**src/verilog/scc_pkg.sv**
```systemverilog
// shared constants and types of the system clock select control
package scc_pkg;

  // ----------------------------------------------------------------
  // register bus
  // ----------------------------------------------------------------
  localparam int         SCC_ADDR_W       = 2;
  localparam int         SCC_DATA_W       = 8;
  localparam logic [1:0] SCC_CONTROL_ADDR = 2'h0;
  localparam logic [1:0] SCC_TUNING_ADDR  = 2'h1;

  // ----------------------------------------------------------------
  // field positions
  // ----------------------------------------------------------------
  localparam int SCC_IDLE_BIT    = 7;
  localparam int SCC_DIV_LSB     = 4;
  localparam int SCC_START_BIT   = 3;
  localparam int SCC_STABLE_BIT  = 2;
  localparam int SCC_SRC_LSB     = 0;
  localparam int SCC_LF_BIT      = 7;
  localparam int SCC_MULT_BIT    = 6;
  localparam int SCC_TRIM_LSB    = 0;

  // ----------------------------------------------------------------
  // reset values and encodings
  // ----------------------------------------------------------------
  localparam logic [2:0] SCC_DIV_RESET   = 3'h4;
  localparam logic [1:0] SCC_SRC_RESET   = 2'h0;
  localparam logic [5:0] SCC_TRIM_RESET  = 6'h00;
  localparam logic [2:0] SCC_DIV_8MHZ    = 3'h7;
  localparam logic [2:0] SCC_DIV_31KHZ   = 3'h0;
  localparam logic [3:0] SCC_SHIFT_256   = 4'h8;
  localparam logic [1:0] SCC_SEL_DEFAULT = 2'h0;
  localparam logic [1:0] SCC_SEL_SECOND  = 2'h1;
  localparam logic [1:0] SCC_SEL_PRIMARY = 2'h2;
  localparam logic [1:0] SCC_SEL_INTERN  = 2'h3;
  localparam logic [2:0] SCC_CFG_HS_MULT = 3'h4;
  localparam logic [2:0] SCC_CFG_EC_MULT = 3'h6;
  localparam int         SCC_CFG_EC_BIT  = 1;
  localparam logic [2:0] SCC_MULT_FACTOR = 3'h4;
  localparam logic [2:0] SCC_MULT_NONE   = 3'h1;

  // ----------------------------------------------------------------
  // switch timing in source edges
  // ----------------------------------------------------------------
  localparam int         SCC_NUM_SRC   = 4;
  localparam logic [2:0] SCC_OLD_EDGES = 3'h2;
  localparam logic [2:0] SCC_NEW_EDGES = 3'h3;

  typedef enum logic [1:0] {
    SRC_PRIMARY, SRC_SECONDARY, SRC_FAST_RC, SRC_SLOW_RC
  } scc_src_t;

  typedef enum logic [2:0] {
    MODE_HS, MODE_HS_MULT, MODE_EC, MODE_EC_MULT, MODE_FAST_RC, MODE_SLOW_RC
  } scc_mode_t;

endpackage

```
**src/verilog/scc_switch_if.sv**
```systemverilog
// carrier between the control top, the edge synchroniser and the switch sequencer
interface scc_switch_if
  import scc_pkg::*;
();
  logic [SCC_NUM_SRC-1:0] src_edge;
  logic [SCC_NUM_SRC-1:0] src_ready;
  logic                   req;
  scc_src_t               target;
  scc_src_t               active;
  logic                   busy;

  modport edge_src (output src_edge);
  modport seq      (input src_edge, src_ready, req, target, output active, busy);
  modport ctl      (output src_ready, req, target, input active, busy);
endinterface

```
**src/verilog/scc_clock_select.sv**
```systemverilog
// system clock select control: registers, source resolution, status and sleep entry
//
// Behaviour
// RULE1 - six clock modes; five from configuration, slow rc entered by software or default
// RULE2 - idle select bit 7 makes sleep request enter idle, else full sleep
// RULE3 - fast rc select 111 is 8 MHz, halving down to 125 kHz; 000 is 31 kHz
// RULE4 - changing fast rc select while fast rc clocks takes effect at once
// RULE5 - start-up bit reads 1 once timer expired and primary clocks the part
// RULE6 - start-up bit value after reset follows the two-speed configuration bit; the code loads the inverse of that bit
// RULE7 - fast rc stable bit resets 0, reads 1 when fast rc is stable
// RULE8 - source select 11 internal, 10 primary, 01 secondary oscillator
// RULE9 - source select 00 picks primary or internal by default clock config
// RULE10 - a write changing source select starts a clock switch at once
// RULE11 - the new source takes over only after a short transition interval
// RULE12 - low-frequency select picks fast rc divided by 256 or slow rc
// RULE13 - multiplier enable bit 6 works only in multiplied modes, else reads 0
// RULE14 - six-bit signed trim; 011111 max, 000000 centre, 100000 min
// RULE15 - in power-managed modes start-up and secondary-active bits never both set
// RULE16 - secondary selection is ignored while the secondary oscillator is disabled
// RULE17 - software should start the secondary oscillator before selecting it for sleep
// RULE18 - slow rc keeps clocking watchdog and monitor regardless of selected source
// RULE19 - secondary oscillator may keep running in power-managed modes
// RULE20 - source select clears to 00 on every reset
// RULE21 - switch pauses two old-source cycles plus three new-source cycles
// RULE22 - multiplier gives four times the external source in multiplied modes
// RULE23 - source edges are synchronised before the switch sequencer uses them
//
// The implementer's own choices: the register offsets and the plain strobed port.
module scc_clock_select
  import scc_pkg::*;
(
  input  wire logic                  core_clk,
  input  wire logic                  reset,
  input  wire logic [SCC_ADDR_W-1:0] reg_addr,
  input  wire logic [SCC_DATA_W-1:0] reg_wdata,
  input  wire logic                  reg_write,
  input  wire logic                  reg_read,
  output logic      [SCC_DATA_W-1:0] reg_rdata,
  input  wire logic [2:0]            primary_mode_config,
  input  wire logic                  default_clock_config,
  input  wire logic                  two_speed_start_config,
  input  wire logic [SCC_NUM_SRC-1:0] osc_clk_in,
  input  wire logic                  primary_start_timer_expired,
  input  wire logic                  fast_rc_settled,
  input  wire logic                  secondary_oscillator_enable,
  input  wire logic                  sleep_request,
  input  wire logic                  wake_request,
  output logic      [1:0]            active_source,
  output logic                       clock_hold,
  output logic      [2:0]            clock_mode,
  output logic      [3:0]            fast_rc_postscale_shift,
  output logic      [5:0]            fast_rc_trim,
  output logic                       low_freq_source_select,
  output logic                       multiplier_active,
  output logic      [2:0]            clock_multiplier,
  output logic                       enter_sleep,
  output logic                       enter_idle,
  output logic                       power_managed,
  output logic                       secondary_clock_active,
  output logic                       slow_rc_enable,
  output logic                       secondary_keep_running
);

  // ----------------------------------------------------------------
  // decode helpers
  // ----------------------------------------------------------------
  function automatic logic mult_available(input logic [2:0] cfg);
    mult_available = (cfg == SCC_CFG_HS_MULT) || (cfg == SCC_CFG_EC_MULT); // [RULE13]
  endfunction

  function automatic scc_src_t internal_src(input logic [2:0] div, input logic lf);
    // 000 without fast rc division falls to the slow rc
    if ((div == SCC_DIV_31KHZ) && !lf) begin // [RULE12]
      internal_src = SRC_SLOW_RC;
    end else begin
      internal_src = SRC_FAST_RC;
    end
  endfunction

  function automatic scc_src_t resolve_src(input logic [1:0] sel, input logic dflt,
                                           input logic [2:0] div, input logic lf);
    if (sel == SCC_SEL_INTERN) begin // [RULE8]
      resolve_src = internal_src(div, lf);
    end else if (sel == SCC_SEL_PRIMARY) begin
      resolve_src = SRC_PRIMARY;
    end else if (sel == SCC_SEL_SECOND) begin
      resolve_src = SRC_SECONDARY;
    end else if (dflt) begin // [RULE9]
      resolve_src = SRC_PRIMARY;
    end else begin
      resolve_src = internal_src(div, lf);
    end
  endfunction

  function automatic logic [3:0] postscale_shift(input logic [2:0] div);
    // 111 is divide by one; each step down halves, 000 divides by 256
    if (div == SCC_DIV_31KHZ) begin // [RULE3]
      postscale_shift = SCC_SHIFT_256;
    end else begin
      postscale_shift = {1'b0, SCC_DIV_8MHZ - div};
    end
  endfunction

  // ----------------------------------------------------------------
  // state
  // ----------------------------------------------------------------
  typedef struct packed {
    logic                  cfg_loaded;
    logic [2:0]            cfg_mode;
    logic                  cfg_default;
    logic                  cfg_two_speed;
    logic                  idle_sel;
    logic [2:0]            div_sel;
    logic [1:0]            src_sel;
    logic                  lf_sel;
    logic                  mult_sel;
    logic [5:0]            trim;
    logic                  pri_s1;
    logic                  pri_s2;
    logic                  rc_s1;
    logic                  rc_s2;
    logic                  init_phase;
    logic                  start_done;
    logic                  rc_stable;
    logic                  enter_sleep;
    logic                  enter_idle;
    logic                  pm;
    logic                  asleep;
    logic [SCC_DATA_W-1:0] rdata;
  } scc_state_t;

  scc_state_t st;
  scc_state_t next_st;

  scc_switch_if sw ();

  scc_edge_sync #(
    .N (SCC_NUM_SRC)
  ) u_edge_sync (
    .core_clk (core_clk),
    .reset    (reset),
    .osc_clk  (osc_clk_in),
    .sw       (sw.edge_src)
  );

  scc_switch_seq u_switch_seq (
    .core_clk (core_clk),
    .reset    (reset),
    .sw       (sw.seq)
  );

  // ----------------------------------------------------------------
  // source target and readiness
  // ----------------------------------------------------------------
  scc_src_t        want_src;
  scc_src_t        target_src;
  logic            sec_running;
  logic            settled;
  logic [7:0]      control_view;
  logic [7:0]      tuning_view;

  assign sec_running = secondary_oscillator_enable;
  assign want_src    = resolve_src(st.src_sel, st.cfg_default, st.div_sel, st.lf_sel);
  // a disabled secondary oscillator cannot take over, so the request is dropped
  assign target_src  = ((want_src == SRC_SECONDARY) && !sec_running) ?
                       sw.active : want_src; // [RULE16]
  // software is expected to start the oscillator first; an enabled but slow one stalls here
  assign sw.src_ready = {1'b1, st.rc_stable, sec_running, st.pri_s2}; // [RULE17]
  assign sw.req       = st.cfg_loaded;
  assign sw.target    = target_src;
  assign settled      = st.cfg_loaded && !sw.busy && (sw.active == target_src);

  assign control_view = {st.idle_sel, st.div_sel, st.start_done, st.rc_stable, st.src_sel};
  assign tuning_view  = {st.lf_sel, st.mult_sel && mult_available(st.cfg_mode), st.trim};

  // ----------------------------------------------------------------
  // next state
  // ----------------------------------------------------------------
  always_comb begin
    next_st             = st;
    next_st.enter_sleep = 1'b0;
    next_st.enter_idle  = 1'b0;
    next_st.rdata       = '0;

    // straps are taken in on the first edge after reset release
    if (!st.cfg_loaded) begin
      next_st.cfg_loaded    = 1'b1;
      next_st.cfg_mode      = primary_mode_config;
      next_st.cfg_default   = default_clock_config;
      next_st.cfg_two_speed = two_speed_start_config;
    end

    next_st.pri_s1 = primary_start_timer_expired;
    next_st.pri_s2 = st.pri_s1;
    next_st.rc_s1  = fast_rc_settled;
    next_st.rc_s2  = st.rc_s1;
    next_st.rc_stable = st.rc_s2; // [RULE7]

    // until the first switch settles the bit shows the start-up choice
    if (!st.cfg_loaded) begin
      next_st.start_done = ~two_speed_start_config; // [RULE6]
    end else if (st.init_phase && !settled) begin
      next_st.start_done = ~st.cfg_two_speed; // [RULE6]
    end else begin
      next_st.init_phase = 1'b0;
      next_st.start_done = st.pri_s2 && (sw.active == SRC_PRIMARY) && !sw.busy; // [RULE5]
    end

    // register writes; status bits 3 and 2 ignore writes
    if (reg_write) begin
      if (reg_addr == SCC_CONTROL_ADDR) begin
        next_st.idle_sel = reg_wdata[SCC_IDLE_BIT];
        next_st.div_sel  = reg_wdata[SCC_DIV_LSB +: 3]; // [RULE4]
        next_st.src_sel  = reg_wdata[SCC_SRC_LSB +: 2]; // [RULE10]
      end else if (reg_addr == SCC_TUNING_ADDR) begin
        next_st.lf_sel   = reg_wdata[SCC_LF_BIT];
        next_st.mult_sel = reg_wdata[SCC_MULT_BIT];
        next_st.trim     = reg_wdata[SCC_TRIM_LSB +: 6]; // [RULE14]
      end
    end

    // reads answer in the next cycle; unmapped reads return zero
    if (reg_read) begin
      if (reg_addr == SCC_CONTROL_ADDR) begin
        next_st.rdata = control_view;
      end else if (reg_addr == SCC_TUNING_ADDR) begin
        next_st.rdata = tuning_view; // [RULE13]
      end
    end

    // sleep entry; a wake in the same cycle wins over a sleep request
    if (wake_request) begin
      next_st.pm     = 1'b0;
      next_st.asleep = 1'b0;
    end else if (sleep_request && !st.pm && !st.asleep) begin
      if (st.idle_sel) begin // [RULE2]
        next_st.enter_idle = 1'b1;
        next_st.pm         = 1'b1;
      end else begin
        next_st.enter_sleep = 1'b1;
        next_st.asleep      = 1'b1;
      end
    end
  end

  always_ff @(posedge core_clk or posedge reset) begin
    if (reset) begin
      st         <= '0;
      st.div_sel <= SCC_DIV_RESET;
      st.src_sel <= SCC_SRC_RESET; // [RULE20]
      st.trim    <= SCC_TRIM_RESET;
      st.init_phase <= 1'b1;
    end else begin
      st <= next_st;
    end
  end

  // ----------------------------------------------------------------
  // outputs
  // ----------------------------------------------------------------
  scc_mode_t mode;

  always_comb begin
    if (sw.active == SRC_SLOW_RC) begin // [RULE1]
      mode = MODE_SLOW_RC;
    end else if ((sw.active == SRC_FAST_RC) || !st.cfg_loaded) begin
      mode = MODE_FAST_RC;
    end else if (st.cfg_mode[SCC_CFG_EC_BIT]) begin
      mode = mult_available(st.cfg_mode) ? MODE_EC_MULT : MODE_EC;
    end else begin
      mode = mult_available(st.cfg_mode) ? MODE_HS_MULT : MODE_HS;
    end
  end

  assign reg_rdata               = st.rdata;
  assign active_source           = sw.active;
  assign clock_hold              = sw.busy; // [RULE21]
  assign clock_mode              = mode;
  assign fast_rc_postscale_shift = postscale_shift(st.div_sel); // [RULE4]
  assign fast_rc_trim            = st.trim; // [RULE14]
  assign low_freq_source_select  = st.lf_sel; // [RULE12]
  assign multiplier_active       = st.mult_sel && mult_available(st.cfg_mode) &&
                                   (sw.active == SRC_PRIMARY); // [RULE22]
  assign clock_multiplier        = multiplier_active ? SCC_MULT_FACTOR : SCC_MULT_NONE; // [RULE22]
  assign enter_sleep             = st.enter_sleep;
  assign enter_idle              = st.enter_idle;
  assign power_managed           = st.pm;
  // once start-up ends the start-up bit needs primary active, so both flags are not set together
  assign secondary_clock_active  = (sw.active == SRC_SECONDARY) && !sw.busy; // [RULE15]
  // the slow rc never stops: watchdog and clock monitor depend on it
  assign slow_rc_enable          = 1'b1; // [RULE18]
  assign secondary_keep_running  = secondary_oscillator_enable; // [RULE19]

endmodule // scc_clock_select

```
**src/verilog/scc_edge_sync.sv**
```systemverilog
// oscillator edge synchroniser into the core clock
module scc_edge_sync
  import scc_pkg::*;
#(
  parameter int N = SCC_NUM_SRC
) (
  input  wire logic         core_clk,
  input  wire logic         reset,
  input  wire logic [N-1:0] osc_clk,
  scc_switch_if.edge_src    sw
);

  // one synchroniser lane per source; other counts cannot index the sequencer
  if (N != SCC_NUM_SRC) begin : g_bad_n
    $error("scc_edge_sync: N must equal the source count");
  end

  typedef struct packed {
    logic [N-1:0] s1;
    logic [N-1:0] s2;
    logic [N-1:0] s3;
  } scc_sync_t;

  scc_sync_t st;
  scc_sync_t next_st;

  // only s2 and s3 feed the edge detector, s1 is metastability-only
  always_comb begin
    next_st    = st;
    next_st.s1 = osc_clk;
    next_st.s2 = st.s1;
    next_st.s3 = st.s2;
  end

  always_ff @(posedge core_clk or posedge reset) begin
    if (reset) begin
      st <= '0;
    end else begin
      st <= next_st;
    end
  end

  assign sw.src_edge = st.s2 & ~st.s3; // [RULE23]

endmodule // scc_edge_sync

```
**src/verilog/scc_switch_seq.sv**
```systemverilog
// glitch-free source switch sequencer
module scc_switch_seq
  import scc_pkg::*;
(
  input  wire logic core_clk,
  input  wire logic reset,
  scc_switch_if.seq sw
);

  typedef enum logic [1:0] {PH_IDLE, PH_DRAIN_OLD, PH_WAIT_NEW} scc_phase_t;

  typedef struct packed {
    scc_phase_t phase;
    logic [2:0] cnt;
    scc_src_t   active;
    scc_src_t   target;
  } scc_seq_t;

  scc_seq_t st;
  scc_seq_t next_st;

  always_comb begin
    next_st = st;
    case (st.phase)
      PH_IDLE: begin
        if (sw.req && (sw.target != st.active)) begin // [RULE10]
          next_st.phase  = PH_DRAIN_OLD;
          next_st.cnt    = 3'h0;
          next_st.target = sw.target;
        end
      end
      PH_DRAIN_OLD: begin
        // two edges of the old source let its current phase finish
        if (sw.src_edge[st.active]) begin // [RULE21]
          if (st.cnt == SCC_OLD_EDGES - 3'h1) begin
            next_st.phase = PH_WAIT_NEW;
            next_st.cnt   = 3'h0;
          end else begin
            next_st.cnt = st.cnt + 3'h1;
          end
        end
      end
      PH_WAIT_NEW: begin
        // new edges count only once the new source is stable
        if (sw.src_edge[st.target] && sw.src_ready[st.target]) begin // [RULE21]
          if (st.cnt == SCC_NEW_EDGES - 3'h1) begin
            next_st.phase  = PH_IDLE;
            next_st.active = st.target; // [RULE11]
          end else begin
            next_st.cnt = st.cnt + 3'h1;
          end
        end
      end
      default: begin
        next_st.phase = PH_IDLE;
      end
    endcase
  end

  // slow rc clocks the part from reset until the first switch completes
  always_ff @(posedge core_clk or posedge reset) begin
    if (reset) begin
      st <= '{phase: PH_IDLE, cnt: 3'h0, active: SRC_SLOW_RC, target: SRC_SLOW_RC};
    end else begin
      st <= next_st;
    end
  end

  assign sw.active = st.active;
  assign sw.busy   = (st.phase != PH_IDLE);

endmodule // scc_switch_seq

```
**config.mk**
```make
export PLATFORM = sky130hd
export DESIGN_NAME = scc_clock_select
export DESIGN_NICKNAME = d
export VERILOG_FILES = /design/src/verilog/scc_pkg.sv /design/src/verilog/scc_switch_if.sv /design/src/verilog/scc_clock_select.sv /design/src/verilog/scc_edge_sync.sv /design/src/verilog/scc_switch_seq.sv
export SDC_FILE = /design/constraint.sdc
export NUM_CORES = 1
export LEC_CHECK = 0
export ABC_CLOCK_PERIOD_IN_PS = 2570
export BUFFER_PORTS_ARGS = -buffer_cell sky130_fd_sc_hd__buf_2
export CELL_PAD_IN_SITES_DETAIL_PLACEMENT = 0
export CELL_PAD_IN_SITES_GLOBAL_PLACEMENT = 1
export CORE_MARGIN = 2
export CORE_UTILIZATION = 43
export CTS_CLUSTER_DIAMETER = 200
export DETAILED_ROUTE_END_ITERATION = 8
export PLACE_DENSITY = 0.91
export SYNTH_ARGS = -nofsm -noshare
export SYNTH_HDL_FRONTEND = slang
export SYNTH_HIERARCHICAL = 1
export SYNTH_SLANG_ARGS = --single-unit
```
**constraint.sdc**
```tcl
create_clock -name core_clk -period 2.57 [get_ports core_clk]
set_input_delay 0.1285 -clock core_clk [delete_from_list [all_inputs] [get_ports core_clk]]
set_output_delay 0.1285 -clock core_clk [all_outputs]
set_load 0.01 [all_outputs]
```
# Word level (Yosys, flattened, before mapping)
# Index checks and enable logic that the tools add are counted.
# totals
regBits,60
out_inout_bits,35
wordCells,142
# op_classes
muxes,40
bitwise_logic,6
n_reduce_logical,40
add_sub_neg,2
n_eq_ne,23
order_cmp,2
# op_table
op,count
2-to-1 mux 2 bit,12
2-to-1 mux 8 bit,3
2-to-1 mux 3 bit,5
logical AND 1 bit,14
"== test 2 x 1 -> 1 bit, second input constant",5
"== test 2 bit, second input constant",5
2-to-1 mux 1 bit,10
2-to-1 mux 5 bit,2
"!= test 2 x 1 -> 1 bit, second input constant",5
AND reduction 2 bit,5
AND reduction 5 bit,2
case mux 3 bit (3 select lines),1
2-to-1 mux 4 bit,2
logical NOT 1 bit,7
2-to-1 mux 7 bit,1
binary-select mux 1 bit (select 2 bit),3
"== test 3 bit, second input constant",2
logical NOT 2 bit,3
"less-than comparator 2 x 3 -> 1 bit, second input constant",2
case mux 2 bit (3 select lines),1
AND reduction 3 bit,2
nonzero test 2 bit,3
AND 4 bit,1
"!= test 2 bit, second input constant",2
other kinds (11),15

# Depth between registers and ports, before layout
# logic_depth
depth_word,16
mapped_depth,9

# Hierarchy
# Netlist, hierarchy kept.
# by_module_without_submodules
mod,seq_area_each_um2,area_per_inst_um2,cells_each,n_inst
scc_clock_select,978.4,1769.2,150,1
scc_switch_seq,230.2,729.4,70,1
scc_edge_sync,300.3,359.1,17,1

# Worst setup path before layout
# Ideal clock, no wire load.
# synth_timing
path_kind,register -> register
startpoint,register u_switch_seq.st (netlist bit u_switch_seq/sw.active[1])
endpoint,register u_switch_seq/st[7] (netlist name)
path_stages_with_launch,10
period_less_slack_ns,2.367
n_path_buf,2
arrival_time_ns,2.240
setup_slack_ns,0.203
setup_ns,0.127
t_required_ns,2.443
cell_sequence,dfstp_2 -> buf_4 -> clkbuf_1 -> nor2b_1 -> o22a_1 -> xor2_1 -> o21ai_2 -> a221oi_4 -> nand3_2 -> mux2_1
# synth_between
elab_chain_cells,5
word_cells_on_any_way,8
# synth_rtl
element,line_no,text
"start, declared",scc_switch_seq.sv:19,scc_seq_t st;
"start signal, assigned",scc_switch_seq.sv:63,"st <= '{phase: PH_IDLE, cnt: 3'h0, active: SRC_SLOW_RC, target: SRC_SLOW_RC};"
"start signal, assigned",scc_switch_seq.sv:65,st <= next_st;
2-to-1 mux 2 bit,scc_clock_select.sv:165,assign target_src = ((want_src == SRC_SECONDARY) && !sec_running) ?
named net sw.target[1],scc_switch_if.sv:8,scc_src_t target;
!= test 2 bit,scc_switch_seq.sv:26,if (sw.req && (sw.target != st.active)) begin
logical AND 1 bit,scc_switch_seq.sv:26,
!= test 2 x 1 -> 1 bit (no source line),-,
AND reduction 5 bit (no source line),-,
# The timed path passes the listed nets, and every way through them passes these cells. The select of a mux whose other input is x is not followed.
# A chain may end at the register's enable or synchronous reset.

# Final worst setup path
# layout_timing
startpoint,register st (netlist bit control_view[4])
endpoint,register u_switch_seq/st[8] (netlist name)
# layout_between
elab_chain_cells,14
# layout_rtl
element,line_no,text
"start, declared",scc_clock_select.sv:132,scc_state_t st;
"start signal, assigned",scc_clock_select.sv:254,st <= next_st;
logical NOT 3 bit *,scc_clock_select.sv:73,if ((div == SCC_DIV_31KHZ) && !lf) begin
logical AND 1 bit *,scc_clock_select.sv:73,
2-to-1 mux 1 bit *,scc_clock_select.sv:73,
2-to-1 mux 2 bit,scc_clock_select.sv:88,end else if (dflt) begin
2-to-1 mux 2 bit,scc_clock_select.sv:86,end else if (sel == SCC_SEL_SECOND) begin
2-to-1 mux 2 bit,scc_clock_select.sv:84,end else if (sel == SCC_SEL_PRIMARY) begin
2-to-1 mux 2 bit *,scc_clock_select.sv:82,if (sel == SCC_SEL_INTERN) begin
== test 2 x 1 -> 1 bit,scc_clock_select.sv:165,
logical AND 1 bit,scc_clock_select.sv:165,
2-to-1 mux 2 bit *,scc_clock_select.sv:165,
named net sw.target[0],scc_switch_if.sv:8,
!= test 2 bit *,scc_switch_seq.sv:26,
logical AND 1 bit *,scc_switch_seq.sv:26,
!= test 2 x 1 -> 1 bit (no source line) *,-,
AND reduction 5 bit (no source line) *,-,
# Mark *: on every way through the listed nets, which the timed path passes. The rest lies on a longest branch.

==> impl_metrics.tcl <==
set metrics [dict create \
    status "completed" \
    place_hpwl_mm 3.772 \
    cp_slowest_cell "dfrtp_1" \
    final_area_um2 3353 \
    final_hold_viol_count 0 \
    max_freq_mhz 419.3 \
    die_h_um 85.52 \
    fin_crit_sh_pct 92.80 \
    swShare_pct 31.52 \
    path_buf_inv 0 \
    dr_wl_met2_mm 2.554 \
    utilization_pct 52.51 \
    synth.distinct_cells 46 \
    tightest_slew_ns 0.5695 \
    die_area_um2 7314 \
    required_ns 2.78 \
    internal-power_mw 1.768 \
    m1WireLength_mm 2.330 \
    dr_wl_met3_um 258 \
    cts_tree "done" \
    drv_slew 0 \
    dpl.cell_count 353 \
    grt_max_degree 40 \
    clock_tree.buffer_depth 2 \
    clkPwrFrac_pct 28.6 \
    grt-ovfl-total 0 \
    grt_pass1_wl_mm 8.928 \
    leakagePower_nw 1.635 \
    drc 0 \
    clock_latency_ns 0.33 \
    pwr-share-comb_pct 25.7 \
    path_cells "nor4_2 -> o211ai_1 -> o21ai_0 -> xor2_1 -> o21ai_2 -> a221oi_4 -> nand3_2 -> mux2_1" \
    area_growth_pct 17.34 \
    die_x_um 85.52 \
    post_cts_resize_count 0 \
    hold_path_class "input port to flop" \
    cap_violations 0 \
    top_layer "met4" \
    start_util_pct 44.75 \
    fin_ws_ns 0.1851 \
    diodes 0 \
    drt_pass1_iterations 4 \
    drive_above_1_share_pct 40.13 \
    gp_congestion 0.7957 \
    ys_ff_latch 60 \
    synth_cells 237 \
    endpoint_kind "flop" \
    io-pin-count 63 \
    fin_worst_skew_ns 0.006740 \
    synthArstFlopShare_pct 100.0 \
    cts_sinks 60 \
    critPathLaunchType "flop" \
    syn_area_um2 2858 \
    vias_per_cell 4.960 \
    io_buffers 60 \
    crit_fanout 6 \
    yosys.area.top_type "dfrtp_1" \
    ys_seq_area_share_pct 52.80 \
    synth-edff-count 0 \
    fin_crit_ns 2.385 \
    fin_nets 330 \
    critPathTopFamily "compound AO/OA/AOI/OAI gates" \
    root_buffer "clkbuf_8" \
    relSlewSlack_pct 61.86 \
    finalPower_mw 2.582 \
    cpPeakStageDelay_ns 0.44 \
    ys_top_cells_by_area "dfrtp_1 47%, mux2_2 8.7%, dfstp_2 5.5%" \
    synth_warnings 6 \
    placementRows 29 \
    via_count 1865 \
    layoutNonFillerInstCount 376 \
    tns_ns 0 \
    htreeDepth 3 \
    dp_slack_ns 0.2311 \
    core_um2 6386 \
    synth_area_per_cell_um2 12.06 \
    placed_cell_area_um2 3105 \
    clkTransAtPathRegs_ns 0.07 \
    critPathKind "flop to flop" \
    synth_ff_type "dfrtp_1" \
    pwr-share-seq_pct 45.6 \
    route.detailed.wl_per_inst_um 13.93 \
    track_usage_pct 15.89 \
    worstPathArrival_ns 2.60 \
    drt_iter0_markers 82 \
    power.ir.vdd_worst_mv 0.4227 \
    antenna_found_initial 0 \
    ant_nets 0 \
    rsz0062_at_grt "false" \
    whs_ns 0.02558 \
    synth_top_area_share_pct 47.29 \
    powerDensity_nw_per_um2 770.1 \
    p_sw_mw 0.8138 \
    finalSetupViolCount 0 \
    routed_wl_mm 5.237 \
    cts_made_buffers 9 \
    grt_pass1_vias 1899 \
]
[repair_timing]
action	in CTS	in global routing
hold endpoints to repair	60	0
hold buffers	7	0
buffers inserted	0	0
[registers in the layout, summed over array words and instances (netlist names)]
signal / flops
reg_rdata: 8
u_switch_seq/sw.active: 2
power_managed: 1
control_view: 8
next_st: 3
st: 9
fast_rc_trim: 6
enter_sleep: 1
u_switch_seq/st: 7
u_edge_sync/st: 4
u_edge_sync/next_st: 8
enter_idle: 1
low_freq_source_select: 1
sw.req: 1
[power groups by stage]
stage / combinational [mW] / clock [mW] / sequential [mW]
finish: 0.665 / 0.739 / 1.18
global route: 0.731 / 0.797 / 1.20
CTS: 0.666 / 0.756 / 1.18
floorplan: 0.526 / 0 / 1.17
global placement: 0.639 / 0 / 1.19
detailed placement: 0.655 / 0 / 1.20
[final timing paths]
path,depth (start not counted),end,slack [ns],startpoint
worst max-delay path,8,u_switch_seq/st[8]$_DFFE_PP0P_,0.19,control_view[4]$_DFFE_PP0P_
worst min-delay path,2,st[37]$_DFFE_PP0N_,0.03,primary_mode_config[2]
worst max register to register,8,u_switch_seq/st[8]$_DFFE_PP0P_,0.19,control_view[4]$_DFFE_PP0P_
worst min register to register,0,st[17]$_DFF_PP0_,0.34,next_st[17]$_DFF_PP0_
max in group asynchronous,4,st[14]$_DFFE_PP1P_,1.74,reset
min in group asynchronous,3,u_switch_seq/st[8]$_DFFE_PP0P_,0.34,reset
[metal layers]
| layer | track usage, % | vias up |
|---|---|---|
| met3 | 4.139 | 8 |
| met4 | 8.658 | 0 |
| li1 | - | 890 |
| met5 | 0 | - |
| met1 | 19.80 | 922 |
| met2 | 25.36 | 45 |
[cell type report]
class	instances	area [um2]
tap	77	96.34
clock inverter	6	40.04
clock buffer	10	137.6
inverter	18	67.56
sequential	60	1509
timing repair buffer	69	385.4
fill	569	3033
multi-input combinational	136	1117
[layout by cell type, fill, tap and decap left out, types with 2 or more instances in the layout]
cell and n:
nor2b_4 4, inv_1 18, dlygate4sd3_1 7, o21ai_1 2, conb_1 4, nor2b_1 5, clkinv_2 2, clkinvlp_4 4
xor2_1 3, o21ai_0 6, nand2b_1 5, buf_2 60, nand3b_1 4, nand3_1 3, nor3b_1 2, mux2_1 3
clkbuf_8 10, a21o_1 3, dfrtp_1 54, mux2i_1 13, dfstp_2 6, nor4b_1 2, buf_4 2, nor2_1 15
mux2_2 22, nand2_1 9, a21oi_1 2, ha_1 8
[logic make-up (layout without fill, tap and decap cells)]
kind of cell               count (synthesis)  after routing  share of synthesized area [%]
xor gates and xnor gates                   3              3                         0.9196
buffers and inverters                     43            103                          8.362
adders and majority gates                  8              8                          3.503
and+or+nand+nor                           60             60                          13.00
muxes                                     39             39                          15.19
DFF                                       60             60                          52.80
other                                      2              4                         0.2628
AOI/OAI and AO/OA                         22             22                          5.955
[cell usage after synthesis (3+ instances only)]
cell type	instances
dfrtp_1	54
mux2_2	22
buf_4	20
inv_1	18
nor2_1	15
mux2i_1	13
nand2_1	9
ha_1	8
dfstp_2	6
o21ai_0	6
nand2b_1	5
nor2b_1	5
nand3b_1	4
nor2b_4	4
a21o_1	3
clkbuf_1	3
mux2_1	3
nand3_1	3
xor2_1	3
Power figures use the tool's default switching activity.
